<file path="config.mk">
export PLATFORM = sky130hd
export DESIGN_NAME = qddr_read_slave
export DESIGN_NICKNAME = d
export VERILOG_FILES = /design/src/core/qddr_pkg.sv /design/src/core/qddr_read_slave.sv /design/src/core/edge_sync.sv
export SDC_FILE = /design/constraint.sdc
export NUM_CORES = 1
export LEC_CHECK = 0
export BUFFER_PORTS_ARGS = -buffer_cell sky130_fd_sc_hd__buf_2
export CAP_MARGIN = 10
export CORE_MARGIN = 2
export CORE_UTILIZATION = 35
export CTS_CLUSTER_DIAMETER = 40
export DETAILED_ROUTE_END_ITERATION = 16
export PLACE_DENSITY = 0.61
export SYNTH_ARGS = -nofsm -noshare
export SYNTH_HDL_FRONTEND = slang
export SYNTH_SLANG_ARGS = --single-unit
</file>
<file path="constraint.sdc">
create_clock -name CLK_I -period 3 [get_ports CLK_I]
set_input_delay 0.6 -clock CLK_I [delete_from_list [all_inputs] [get_ports CLK_I]]
set_output_delay 0.6 -clock CLK_I [all_outputs]
set_load 0.02 [all_outputs]
</file>
<file path="src/core/qddr_pkg.sv">
// constants, configuration carrier and state encoding for the quad ddr read slave
// assumes a single 40 MHz system clock; serial pins are sampled, not clocked on
package qddr_pkg;

    localparam logic [7:0] CMD_READ_3OR4 = 8'hED;
    localparam logic [7:0] CMD_READ_4 = 8'hEE;

    localparam logic [5:0] CMD_LAST_BIT = 6'h07;
    localparam logic [5:0] ADDR_LAST_NIB_3 = 6'h05;
    localparam logic [5:0] ADDR_LAST_NIB_4 = 6'h07;
    localparam logic [5:0] MODE_LAST_NIB = 6'h01;
    localparam logic [6:0] PRE_EDGES = 7'h08;
    localparam logic [3:0] SHORT_FRAME_CLKS = 4'h8;
    localparam logic [3:0] RISE_SAT = 4'hF;

    localparam int CLK_MHZ = 40;
    localparam int SCK_MAX_MHZ = 80;

    // dummy clocks per latency code, plain defaults
    localparam logic [3:0] LAT_STD_0 = 4'h5;
    localparam logic [3:0] LAT_STD_1 = 4'h6;
    localparam logic [3:0] LAT_STD_2 = 4'h7;
    localparam logic [3:0] LAT_STD_3 = 4'h4;
    localparam logic [3:0] LAT_ENH_0 = 4'h6;
    localparam logic [3:0] LAT_ENH_1 = 4'h4;
    localparam logic [3:0] LAT_ENH_2 = 4'h5;
    localparam logic [3:0] LAT_ENH_3 = 4'h8;

    localparam logic [31:0] ADDR_RESET = 32'h0000_0000;
    localparam logic [7:0] MODE_RESET = 8'h00;

    typedef struct packed {
        logic quad_en;
        logic extended_address_mode;
        logic [1:0] latency_code;
        logic enhanced_latency_table;
        logic dlp_en;
        logic [7:0] data_learning_pattern;
    } cfg_t;

    typedef enum logic [6:0] {
        ST_IDLE = 7'b000_0001,
        ST_CMD = 7'b000_0010,
        ST_ADDR = 7'b000_0100,
        ST_MODE = 7'b000_1000,
        ST_DUMMY = 7'b001_0000,
        ST_DATA = 7'b010_0000,
        ST_SKIP = 7'b100_0000
    } state_t;

    function automatic logic [3:0] lat_cycles(input cfg_t c);
        logic [3:0] v;
        v = LAT_STD_0;
        case ({c.enhanced_latency_table, c.latency_code})
            3'b000: v = LAT_STD_0;
            3'b001: v = LAT_STD_1;
            3'b010: v = LAT_STD_2;
            3'b011: v = LAT_STD_3;
            3'b100: v = LAT_ENH_0;
            3'b101: v = LAT_ENH_1;
            3'b110: v = LAT_ENH_2;
            3'b111: v = LAT_ENH_3;
            default: v = LAT_STD_0;
        endcase
        return v;
    endfunction

endpackage

</file>
<file path="src/core/qddr_read_slave.sv">
// device side of the four-lane double-data-rate read command of a serial flash
// assumes serial pins arrive asynchronously and the array answers MEM_DATA_I
// combinationally from MEM_ADDR_O on the system clock
//
// Summary of operation
// RQ1 - read code EDh takes 3 or 4 address bytes
// RQ2 - read code EEh always takes 4 address bytes
// RQ3 - read accepted only when quad enable set; the code checks it only when decoding the command, not in continuous frames
// RQ4 - address arrives one nibble per clock edge
// RQ5 - mode byte follows, then data nibbles per edge
// RQ6 - host keeps serial clock within allowed rate
// RQ7 - dummy clocks inserted, count from latency code
// RQ8 - standard or enhanced table, both reserving mode
// RQ9 - host releases lanes during dummy when pattern used
// RQ10 - complementary mode nibbles enter continuous mode
// RQ11 - other mode values leave continuous at reselect
// RQ12 - short invalid frame releases continuous mode
// RQ13 - address steps by one per data byte
// RQ14 - top address wraps to zero, read continues
// RQ15 - host keeps select low through mode, dummy
// RQ16 - transfer pause input ignored during this read
// RQ17 - pattern preamble on four clocks before data
// RQ18 - host releases lanes before the preamble
// RQ19 - pattern bit driven identically on every lane
// RQ20 - host trains sampling point during preamble
// RQ21 - nibbles msb first, lane three highest bit
// RQ22 - mode byte fills one clock after address
`timescale 1ns/100ps
module qddr_read_slave
    import qddr_pkg::*;
#(
    parameter int ADDR_W = 24
) (
    input wire logic CLK_I,
    input wire logic NRST_I,
    input wire logic SCK_I,
    input wire logic CS_N_I,
    input wire logic [3:0] IO_I,
    input wire cfg_t CFG_I,
    input wire logic [7:0] MEM_DATA_I,
    output logic [3:0] IO_O,
    output logic [3:0] IO_OE_O,
    output logic [ADDR_W-1:0] MEM_ADDR_O,
    output logic MEM_RD_O,
    output logic CONT_MODE_O
);
    logic [5:0] pin_q;
    logic [5:0] pin_rise;
    logic [5:0] pin_fall;

    // sampling at 40 MHz keeps usable serial clock far below the command limit
    edge_sync #(.W(6)) u_pins ( // RQ6
        .clk_i(CLK_I),
        .nrst_i(NRST_I),
        .d_i({SCK_I, CS_N_I, IO_I}),
        .q_o(pin_q),
        .rise_o(pin_rise),
        .fall_o(pin_fall)
    );

    logic sck_rise;
    logic sck_fall;
    logic cs_rise;
    logic cs_fall;
    logic cs_act;
    logic [3:0] io;

    assign sck_rise = pin_rise[5];
    assign sck_fall = pin_fall[5];
    assign cs_rise = pin_rise[4];
    assign cs_fall = pin_fall[4];
    assign cs_act = ~pin_q[4];
    assign io = pin_q[3:0];

    state_t st_r;
    state_t st_nxt;
    logic [5:0] cnt_r;
    logic [5:0] cnt_nxt;
    logic [31:0] sh_r;
    logic [31:0] sh_nxt;
    logic [7:0] mode_r;
    logic [7:0] mode_nxt;
    logic four_r;
    logic four_nxt;
    logic cont_r;
    logic cont_nxt;
    logic reached_r;
    logic reached_nxt;
    logic [3:0] rises_r;
    logic [3:0] rises_nxt;
    logic [ADDR_W-1:0] addr_r;
    logic [ADDR_W-1:0] addr_nxt;
    logic [7:0] data_r;
    logic [7:0] data_nxt;
    logic nib_r;
    logic nib_nxt;
    logic [5:0] d2_r;
    logic [5:0] d2_nxt;
    logic [3:0] io_o_r;
    logic [3:0] io_o_nxt;
    logic [3:0] oe_r;
    logic [3:0] oe_nxt;
    logic rd_r;
    logic rd_nxt;

    // preamble slot for the value presented after dummy edge e of d2 edges
    function automatic logic [1:0] pre_bit(input logic [5:0] e, input logic [5:0] d2,
                                           input logic [7:0] pat);
        logic [6:0] s;
        logic ok;
        s = {1'b0, e} + PRE_EDGES - {1'b0, d2};
        ok = (e < d2) && (({1'b0, e} + PRE_EDGES) >= {1'b0, d2});
        return {ok, pat[~s[2:0]]};
    endfunction

    // scratch values shared by several states, set at the top of the process
    logic [7:0] code;
    logic [31:0] addr_word;
    logic [5:0] last_nib;
    logic [5:0] e;
    logic [1:0] pb;
    logic [7:0] mode_new;

    always_comb begin
        st_nxt = st_r;
        cnt_nxt = cnt_r;
        sh_nxt = sh_r;
        mode_nxt = mode_r;
        four_nxt = four_r;
        cont_nxt = cont_r;
        reached_nxt = reached_r;
        rises_nxt = rises_r;
        addr_nxt = addr_r;
        data_nxt = data_r;
        nib_nxt = nib_r;
        d2_nxt = d2_r;
        io_o_nxt = io_o_r;
        oe_nxt = oe_r;
        rd_nxt = 1'b0;
        code = {sh_r[6:0], io[0]};
        addr_word = {sh_r[27:0], io};
        last_nib = four_r ? ADDR_LAST_NIB_4 : ADDR_LAST_NIB_3;
        e = cnt_r + 6'h01;
        pb = 2'b00;
        mode_new = {mode_r[3:0], io};
        if (cs_rise) begin
            st_nxt = ST_IDLE;
            oe_nxt = 4'h0;
            if (reached_r) begin
                cont_nxt = (mode_r[7:4] == ~mode_r[3:0]); // RQ10 RQ11
            end else if (cont_r && (rises_r <= SHORT_FRAME_CLKS)) begin
                cont_nxt = 1'b0; // RQ12
            end
            // select raised inside dummy lets the mode byte set continuous state; raised inside mode it clears it
        end else if (cs_fall) begin
            st_nxt = cont_r ? ST_ADDR : ST_CMD; // RQ10
            // counters restart so a cut frame cannot leak into the next one
            cnt_nxt = 6'h00;
            sh_nxt = ADDR_RESET;
            rises_nxt = 4'h0;
            reached_nxt = 1'b0;
            oe_nxt = 4'h0;
        end else if (cs_act && (sck_rise || sck_fall)) begin
            // rising edges saturate so a long frame never looks short
            if (sck_rise && (rises_r != RISE_SAT)) begin
                rises_nxt = rises_r + 4'h1;
            end
            // the pause pin has no port: no phase can be held off
            case (st_r) // RQ16
                ST_CMD: begin
                    if (sck_rise) begin
                        sh_nxt = {sh_r[30:0], io[0]};
                        cnt_nxt = e;
                        if (cnt_r == CMD_LAST_BIT) begin
                            cnt_nxt = 6'h00;
                            sh_nxt = ADDR_RESET;
                            if (CFG_I.quad_en && // RQ3
                                ((code == CMD_READ_3OR4) || (code == CMD_READ_4))) begin
                                st_nxt = ST_ADDR;
                                // width is kept for the continuous frames that follow
                                four_nxt = (code == CMD_READ_4) || // RQ2
                                    CFG_I.extended_address_mode; // RQ1
                            end else begin
                                st_nxt = ST_SKIP;
                            end
                        end
                    end
                end
                ST_ADDR: begin
                    // first nibble lands on a rising edge, then every edge
                    if (sck_rise || (cnt_r != 6'h00)) begin
                        sh_nxt = addr_word; // RQ4 RQ21
                        cnt_nxt = e;
                        if (cnt_r == last_nib) begin // RQ1 RQ2
                            st_nxt = ST_MODE;
                            cnt_nxt = 6'h00;
                            addr_nxt = addr_word[ADDR_W-1:0];
                        end
                    end
                end
                ST_MODE: begin
                    if (sck_rise || (cnt_r != 6'h00)) begin
                        mode_nxt = mode_new; // RQ5 RQ22
                        cnt_nxt = e;
                        if (cnt_r == MODE_LAST_NIB) begin
                            st_nxt = ST_DUMMY;
                            cnt_nxt = 6'h00;
                            reached_nxt = 1'b1;
                            d2_nxt = {1'b0, lat_cycles(CFG_I), 1'b0}; // RQ7 RQ8
                            pb = pre_bit(6'h00, {1'b0, lat_cycles(CFG_I), 1'b0},
                                         CFG_I.data_learning_pattern);
                            if (CFG_I.dlp_en && pb[1]) begin
                                io_o_nxt = {4{pb[0]}}; // RQ17 RQ19
                                oe_nxt = 4'hF; // RQ18
                            end
                        end
                    end
                end
                ST_DUMMY: begin
                    cnt_nxt = e;
                    // pattern fills only the last eight dummy edges; short latency trims its head
                    if (e == d2_r) begin // RQ7
                        st_nxt = ST_DATA;
                        data_nxt = MEM_DATA_I;
                        rd_nxt = 1'b1;
                        io_o_nxt = MEM_DATA_I[7:4]; // RQ5 RQ21
                        oe_nxt = 4'hF;
                        nib_nxt = 1'b1;
                    end else begin
                        pb = pre_bit(e, d2_r, CFG_I.data_learning_pattern);
                        if (CFG_I.dlp_en && pb[1]) begin
                            io_o_nxt = {4{pb[0]}}; // RQ17 RQ19
                            oe_nxt = 4'hF; // RQ9
                        end else begin
                            oe_nxt = 4'h0;
                        end
                    end
                end
                ST_DATA: begin
                    if (nib_r) begin
                        io_o_nxt = data_r[3:0]; // RQ21
                        // counter width is the array size, so the top address rolls to zero
                        addr_nxt = addr_r + 1'b1; // RQ13 RQ14
                        nib_nxt = 1'b0;
                    end else begin
                        // next byte is addressed one edge ahead so its high nibble is ready in time
                        data_nxt = MEM_DATA_I;
                        rd_nxt = 1'b1;
                        io_o_nxt = MEM_DATA_I[7:4]; // RQ5
                        nib_nxt = 1'b1;
                    end
                end
                ST_IDLE, ST_SKIP: begin
                    st_nxt = st_r;
                end
                default: begin
                    st_nxt = ST_IDLE;
                end
            endcase
        end
    end

    // synchronous reset only, so every register stays a plain flop
    always_ff @(posedge CLK_I) begin
        if (!NRST_I) begin
            st_r <= ST_IDLE;
            cnt_r <= 6'h00;
            sh_r <= ADDR_RESET;
            mode_r <= MODE_RESET;
            four_r <= 1'b0;
            cont_r <= 1'b0;
            reached_r <= 1'b0;
            rises_r <= 4'h0;
            addr_r <= '0;
            data_r <= 8'h00;
            nib_r <= 1'b0;
            d2_r <= 6'h00;
            io_o_r <= 4'h0;
            oe_r <= 4'h0;
            rd_r <= 1'b0;
        end else begin
            st_r <= st_nxt;
            cnt_r <= cnt_nxt;
            sh_r <= sh_nxt;
            mode_r <= mode_nxt;
            four_r <= four_nxt;
            cont_r <= cont_nxt;
            reached_r <= reached_nxt;
            rises_r <= rises_nxt;
            addr_r <= addr_nxt;
            data_r <= data_nxt;
            nib_r <= nib_nxt;
            d2_r <= d2_nxt;
            io_o_r <= io_o_nxt;
            oe_r <= oe_nxt;
            rd_r <= rd_nxt;
        end
    end

    assign IO_O = io_o_r;
    assign IO_OE_O = oe_r;
    assign MEM_ADDR_O = addr_r;
    assign MEM_RD_O = rd_r;
    assign CONT_MODE_O = cont_r;
endmodule

</file>
<file path="src/core/edge_sync.sv">
// two-flop synchroniser with rise and fall detection on the synced value
// assumes inputs are asynchronous pins; all bits share one delay so they stay aligned
`timescale 1ns/100ps
module edge_sync #(
    parameter int W = 6
) (
    input wire logic clk_i,
    input wire logic nrst_i,
    input wire logic [W-1:0] d_i,
    output logic [W-1:0] q_o,
    output logic [W-1:0] rise_o,
    output logic [W-1:0] fall_o
);
    logic [W-1:0] meta_r;
    logic [W-1:0] sync_r;
    logic [W-1:0] last_r;
    logic [W-1:0] meta_nxt;
    logic [W-1:0] sync_nxt;
    logic [W-1:0] last_nxt;

    always_comb begin
        meta_nxt = d_i;
        sync_nxt = meta_r;
        last_nxt = sync_r;
    end

    always_ff @(posedge clk_i) begin
        if (!nrst_i) begin
            meta_r <= '1;
            sync_r <= '1;
            last_r <= '1;
        end else begin
            meta_r <= meta_nxt;
            sync_r <= sync_nxt;
            last_r <= last_nxt;
        end
    end

    // edges look only at the second and third stages, never at the first
    assign q_o = sync_r;
    assign rise_o = sync_r & ~last_r;
    assign fall_o = ~sync_r & last_r;
endmodule

</file>
---- Yosys cells after proc, flatten, opt, wreduce, memory -nomap -nowiden ----
Memory sizes are Yosys's and may differ from the RTL's. A register that Yosys moved wholly into a read port is not among the register bits.
Cells that the tools add are included.
storage, ports and cells
  ROM bits ................................ 64
  logic and storage cells ................. 193
  input bits .............................. 30
  output and inout port bits .............. 34
  register bits after elaboration ......... 104
  memories kept ........................... 2
memory list
  name              depth  bits a word  rd ports  clocked after Yosys merged registers in  write ports  line            text
  (name not given)  8      4            1         1                                        0            qddr_pkg.sv:54  case ({c.enhanced_latency_table, c.latency_code})
  (name not given)  8      4            1         0                                        0            qddr_pkg.sv:54
cells by class
  magnitude comparators ................... 7
  equal/unequal tests ..................... 32
  bitwise operators ....................... 12
  muxes and demuxes ....................... 73
  reductions and logical operators ........ 44
  add/sub/neg operators ................... 6
operator list
  operator               number
  $mux 20                5
  $mux 4                 22
  $mux 24                3
  $mux 7                 10
  $mux 6                 8
  $pmux 24 s2            1
  $pmux 20 s2            1
  $pmux 7 s5             1
  $reduce_and 5->1       5
  $add 24x1->24 const B  1
  $ne 3x3->1 const B     8
  $pmux 6 s4             1
  $reduce_and 6->1       3
  $reduce_bool 2->1      9
  $eq 8x8->1 const B     2
  $ne 2x2->1 const B     8
  $pmux 4 s2             2
  $reduce_and 7->1       2
  $and 6x6->6            2
  $mux 1                 12
  $not 6->6              2
  $pmux 4 s3             1
  $reduce_and 9->1       1
  $logic_and 1x1->1      8
  other kinds (43)       56

---- Depth between registers and ports, before layout ----
  word-level depth ........................ 16
  mapped depth ............................ 12
  depth with buffers taken out ............ 11

---- Hierarchy ----
From an unflattened synthesis, not the netlist that was laid out.
unflattened totals
  cells, all modules ...................... 713
  area total of the unflattened synthesis .. 5774.3 µm²
by module, submodules not included
  module           area each (µm²)  instances  cells each  sequential area each (µm²)
  qddr_read_slave  5212.5           1          664         1741.7
  edge_sync        561.8            1          49          360.3

---- Worst setup path before layout ----
No wires, ideal clock.
  path kind ............................... register to register
  start ................................... register cnt_r[0]
  end ..................................... register data_r[0]
  path buffers ............................ 2
  cell stages (with the launch flop) ...... 13
  library setup time ...................... 128 ps
  slack ................................... 421 ps
  clock period less this slack ............ 2579 ps
  arrival ................................. 2452 ps
  data required time ...................... 2872 ps
  cell sequence ........................... dfxtp_1 > buf_2 > inv_1 > ha_1 > inv_1 > ha_1 > nand3_1 > nor3b_2 > a41oi_1 > or2_2 > buf_4 > mux2i_1 > nor2_1
between the ends
  word-level cells in the longest chain between the ends .. 4
ends and longest elaborated chain
  element                     line                    text
  start: declaration          qddr_read_slave.sv:77   logic [5:0] cnt_r;
  start signal: assignment    qddr_read_slave.sv:283  cnt_r <= cnt_nxt;
  $add 6x1->6                 qddr_read_slave.sv:143  e = cnt_r + 6'h01;
  $eq 6x5->1                  qddr_read_slave.sv:222  if (e == d2_r) begin
  $ne 2x2->1 (no line)        n/a
  $reduce_and 6->1 (no line)  n/a
  end signal: assignment      qddr_read_slave.sv:291  data_r <= data_nxt;
  end: declaration            qddr_read_slave.sv:93   logic [7:0] data_r;
No other way between the ends.
A chain may end at the register's enable or synchronous reset.

---- Final worst setup path ----
  start ................................... register cnt_r[0]
  end ..................................... register io_o_r[0] (netlist: IO_O[0])
between the ends
  word-level cells in the longest chain between the ends .. 9
  elaborated cells between the ends (all ways) .. 21
  classes of those cells .................. add/sub: 3; order compare: 2; eq/ne: 5; mux: 5; bitwise: 1; reduce/logical: 5
ends and longest elaborated chain
  element                       line                    text
  $add 6x1->6                   qddr_read_slave.sv:143
  $add 6x4->7                   qddr_read_slave.sv:112  ok = (e < d2) && (({1'b0, e} + PRE_EDGES) >= {1'b0, d2});
  $sub 3x3->3                   qddr_read_slave.sv:111  s = {1'b0, e} + PRE_EDGES - {1'b0, d2};
  $not 3->3                     qddr_read_slave.sv:113  return {ok, pat[~s[2:0]]};
  $bmux 1 s3                    qddr_read_slave.sv:113
  $mux 1 (implied by the code)  qddr_read_slave.sv:113
  $mux 4                        qddr_read_slave.sv:231  if (CFG_I.dlp_en && pb[1]) begin
  $mux 4                        qddr_read_slave.sv:222
  $pmux 4 s3                    qddr_read_slave.sv:169  case (st_r)
  end signal: assignment        qddr_read_slave.sv:294  io_o_r <= io_o_nxt;
  end: declaration              qddr_read_slave.sv:99   logic [3:0] io_o_r;
Several ways; a longest one is shown, not always the timed one. The select of a mux whose other input is x is not followed.

==> summary.md <==
| Metric | Value |
|---|---|
| Outcome | `finished, final reports clean` |
| #FFs+latches synth | `101` |
| Synth cell count leaders | `101 x dfxtp_1, 80 x nand2_1, 65 x nor2_1, 63 x a21oi_1, 54 x nand3_1` |
| Hold Crit Depth | `1` |
| Max-cap violation count | `0` |
| Max Root-Sink Buffers | `2` |
| CP cell instances | `ha_1 -> nand3_1 -> xnor2_1 -> ha_1 -> ha_1 -> o311ai_1 -> o41ai_4 -> and2_1 -> a211oi_1` |
| Inst Count DP | `981` |
| Via count | `5379` |
| Syn nets | `785` |
| DP Worst Slack | `0.159 ns` |
| Total power | `2.74 mW` |
| Setup TNS Final | `0 ns` |
| Min Tclk post-route | `2.81 ns` |
| Drt first pass iters | `5` |
| Clock Skews | `0.0114 ns` |
| Most common cell in the netlist | `dfxtp_1` |
| # rows | `47` |
| Critical-path top delay cell | `dfxtp_1` |
| CTS Hold Bufs | `0` |
| Sequential area share after synthesis | `0.338` |
| Critical path class | `flip-flop to flip-flop` |
| DRT iter0 DRCs | `407` |
| CP most frequent cell | `ha_1` |
| # nets final | `822` |
| Sink Count | `101` |
| Top cells by area, synth | `dfxtp_1 34%, mux2i_1 7.5%, a21oi_1 5.3%, nand2_1 5.0%, nand3_1 4.5%` |
| # setup viols final | `0` |
| Pin count of the biggest net entering global routing | `58` |
| Worst R2R End | `IO_O[0]` |
| Worst path arrival time | `3.02 ns` |
| Die width | `135 um` |
| I/O pin total | `64` |
| H-tree levels | `3` |
| Crit path max fanout | `8` |
| Worst Tran Pin Value | `0.724 ns` |
| RSZ-0062 raised after global routing | `false` |
| Post-synth top area share | `0.338` |
| CTS resizes | `0` |
| Drt total wl | `15100 um` |
| Residual DRC | `0` |
| CP required | `3.21 ns` |
| Worst Hold Launch | `u_pins.meta_r[4]` |
| Share of cells above drive strength 1 | `0.158` |
| Gr usage total | `0.168` |
| Biggest area consumer among synthesized cells | `dfxtp_1` |
| CP startpoint kind | `flip-flop` |
| Slew margin rel. | `0.516` |
| Die area | `0.0182 mm^2` |
| Minimum hold slack | `0.411 ns` |
| Post-synth EDFFs | `0` |
| Crit-path max cell delay | `0.47 ns` |
| Fill cells | `1703` |
| Post-CTS setup repair buffer count | `0` |
| Port Buf Inserts | `63` |
| Synth cell types | `77` |
| CTS tree | `built` |
| YS warnings | `0` |
| P&R area growth vs syn | `12.8%` |
| First-pass GRT wire length | `24800 um` |
| ANT cells | `0` |
| Total grt overflow | `0` |
| Path type of the worst min-delay path | `flip-flop to flip-flop` |
| Inserted Clock Buffers | `9` |
| Core Region | `0.0166 mm^2` |
| Final Hold Fails | `0` |
| Clk_lat worst skew | `0.36 ns` |
| Initial antenna violation count | `0` |
| VDD IR max | `0.367 mV` |
| Final Non-Filler Cells | `997` |
| Area of the multi-input gates | `0.00364 mm^2` |
| Initial Util | `0.360` |
| Fin crit share | `0.936` |
| Fmax | `0.356 GHz` |
| Critical path endpoint category | `flip-flop` |
| Reg clk slew, reported paths | `0.08 ns` |
| Worst min-delay path endpoint | `u_pins.q_o[4]` |
| Reg2reg path depth | `9` |
| Flop2flop setup slack | `0.19 ns` |
| Cell Area, Synth | `0.00599 mm^2` |
| Clock root cell | `clkbuf_16` |
| Post-DP HPWL | `10600 um` |
| Antenna-violating nets left | `0` |
| DIE HEIGHT | `135 um` |
| Post-Syn Area per Cell | `8.14 um^2` |
| Power Density | `406 mW/mm^2` |
| Placer's final routability congestion estimate | `0.865` |
| P_leak | `2.63 nW` |
| Syn Inst Count | `735` |
| Reg-to-reg critical path startpoint | `cnt_r[0]` |
| Asr flop ratio synth | `0` |
| Vias per cell | `5.40` |
| Routed len/inst | `15.2 um` |
| Worst setup margin | `0.192 ns` |
| Vias in the first global route | `4878` |
| Final Max Slew Viols | `0` |
| Main synth FF type | `dfxtp_1` |
| Sequential cell area | `0.00202 mm^2` |
==> flip-flops by register name, indices dropped and copies added, names as in the netlist, 2 cells and up <==
signal         flops
d2_r               4
u_pins.meta_r      6
u_pins.last_r      2
u_pins.q_o         6
mode_r             8
data_r             4
IO_O               4
cnt_r              6
rises_r            4
MEM_ADDR_O        24
st_r               7
sh_r              20
==> critical path: cells and delay by family (launching register included) <==
family,cells,cell delay [ns]
AO/OA/AOI/OAI,3,0.67
XOR/XNOR,1,0.27
adder cells (fa/ha/maj),3,0.86
flip-flops,1,0.47
AND/OR/NAND/NOR,2,0.38
==> worst max-delay path by stage <==
stage / startpoint / to / slack, ns / cells after the start
floorplan: cnt_r[0] / data_r[0] / 0.42 / 12
global placement: cnt_r[0] / st_r[4] / 0.22 / 10
detailed placement: cnt_r[0] / IO_O[1] / 0.16 / 9
CTS: cnt_r[0] / IO_O[1] / 0.12 / 9
global route: cnt_r[1] / st_r[4] / 0.002 / 10
finish: cnt_r[0] / IO_O[0] / 0.19 / 9
==> cell usage in the layout (no fill, tap or decap), types with 6 or more instances in the layout <==
master and n:
clkbuf_16 9, nand4_1 7, mux2i_1 45, inv_1 24, o21ai_0 21, nor3_1 21, nand3_1 53, o21ai_1 7
xor2_1 6, nor2_1 65, a21oi_1 63, xnor2_1 8, a211oi_1 7, o21a_1 7, ha_1 19, and3_1 14
o31ai_1 8, dfxtp_1 100, nand2b_1 19, nand2_1 80, buf_4 12, and4_1 6, buf_2 63, and2_1 11
==> metal layers <==
| layer | part of all wire | global-route usage |
|---|---|---|
| met5 | 0 | 0 |
| met2 | 0.45 | 0.259 |
| met1 | 0.49 | 0.239 |
| met3 | 0.048 | 0.0405 |
| met4 | 0.011 | 0.0374 |
==> kinds of logic (layout without fill, tap and decap cells) <==
kind of cell,count (synthesis),in the layout,share of synthesized area
compound gates,161,161,0.178
mux,46,46,0.0790
fa+ha+maj,20,20,0.0431
buf+inv,75,117,0.0612
xor+xnor,15,15,0.0219
simple gates,317,317,0.279
flops,101,101,0.338
==> metrics by stage <==
| step | cell area [um^2] | utilization |
|---|---|---|
| after floorplan | 5990 | - |
| after global placement | 6420 | 0.386 |
| after CTS | 6730 | 0.405 |
| after global routing | 6750 | 0.406 |
| after detailed placement | 6420 | 0.386 |
| final | 6750 | 0.406 |
==> where the power goes <==
part / internal, mW / switching, mW
Sequential: 1.35 / 0.00809
Clock: 0.670 / 0.578
Combinational: 0.0519 / 0.0836
==> area by class of cell <==
type / count / area share
multi-input combinational: 559 / 0.539
inverter: 26 / 0.0144
clock inverter: 7 / 0.0130
timing repair buffer: 75 / 0.0600
sequential: 101 / 0.300
tap: 220 / 0.0408
clock buffer: 9 / 0.0333
No activity file was read; power rests on OpenSTA's default activity.
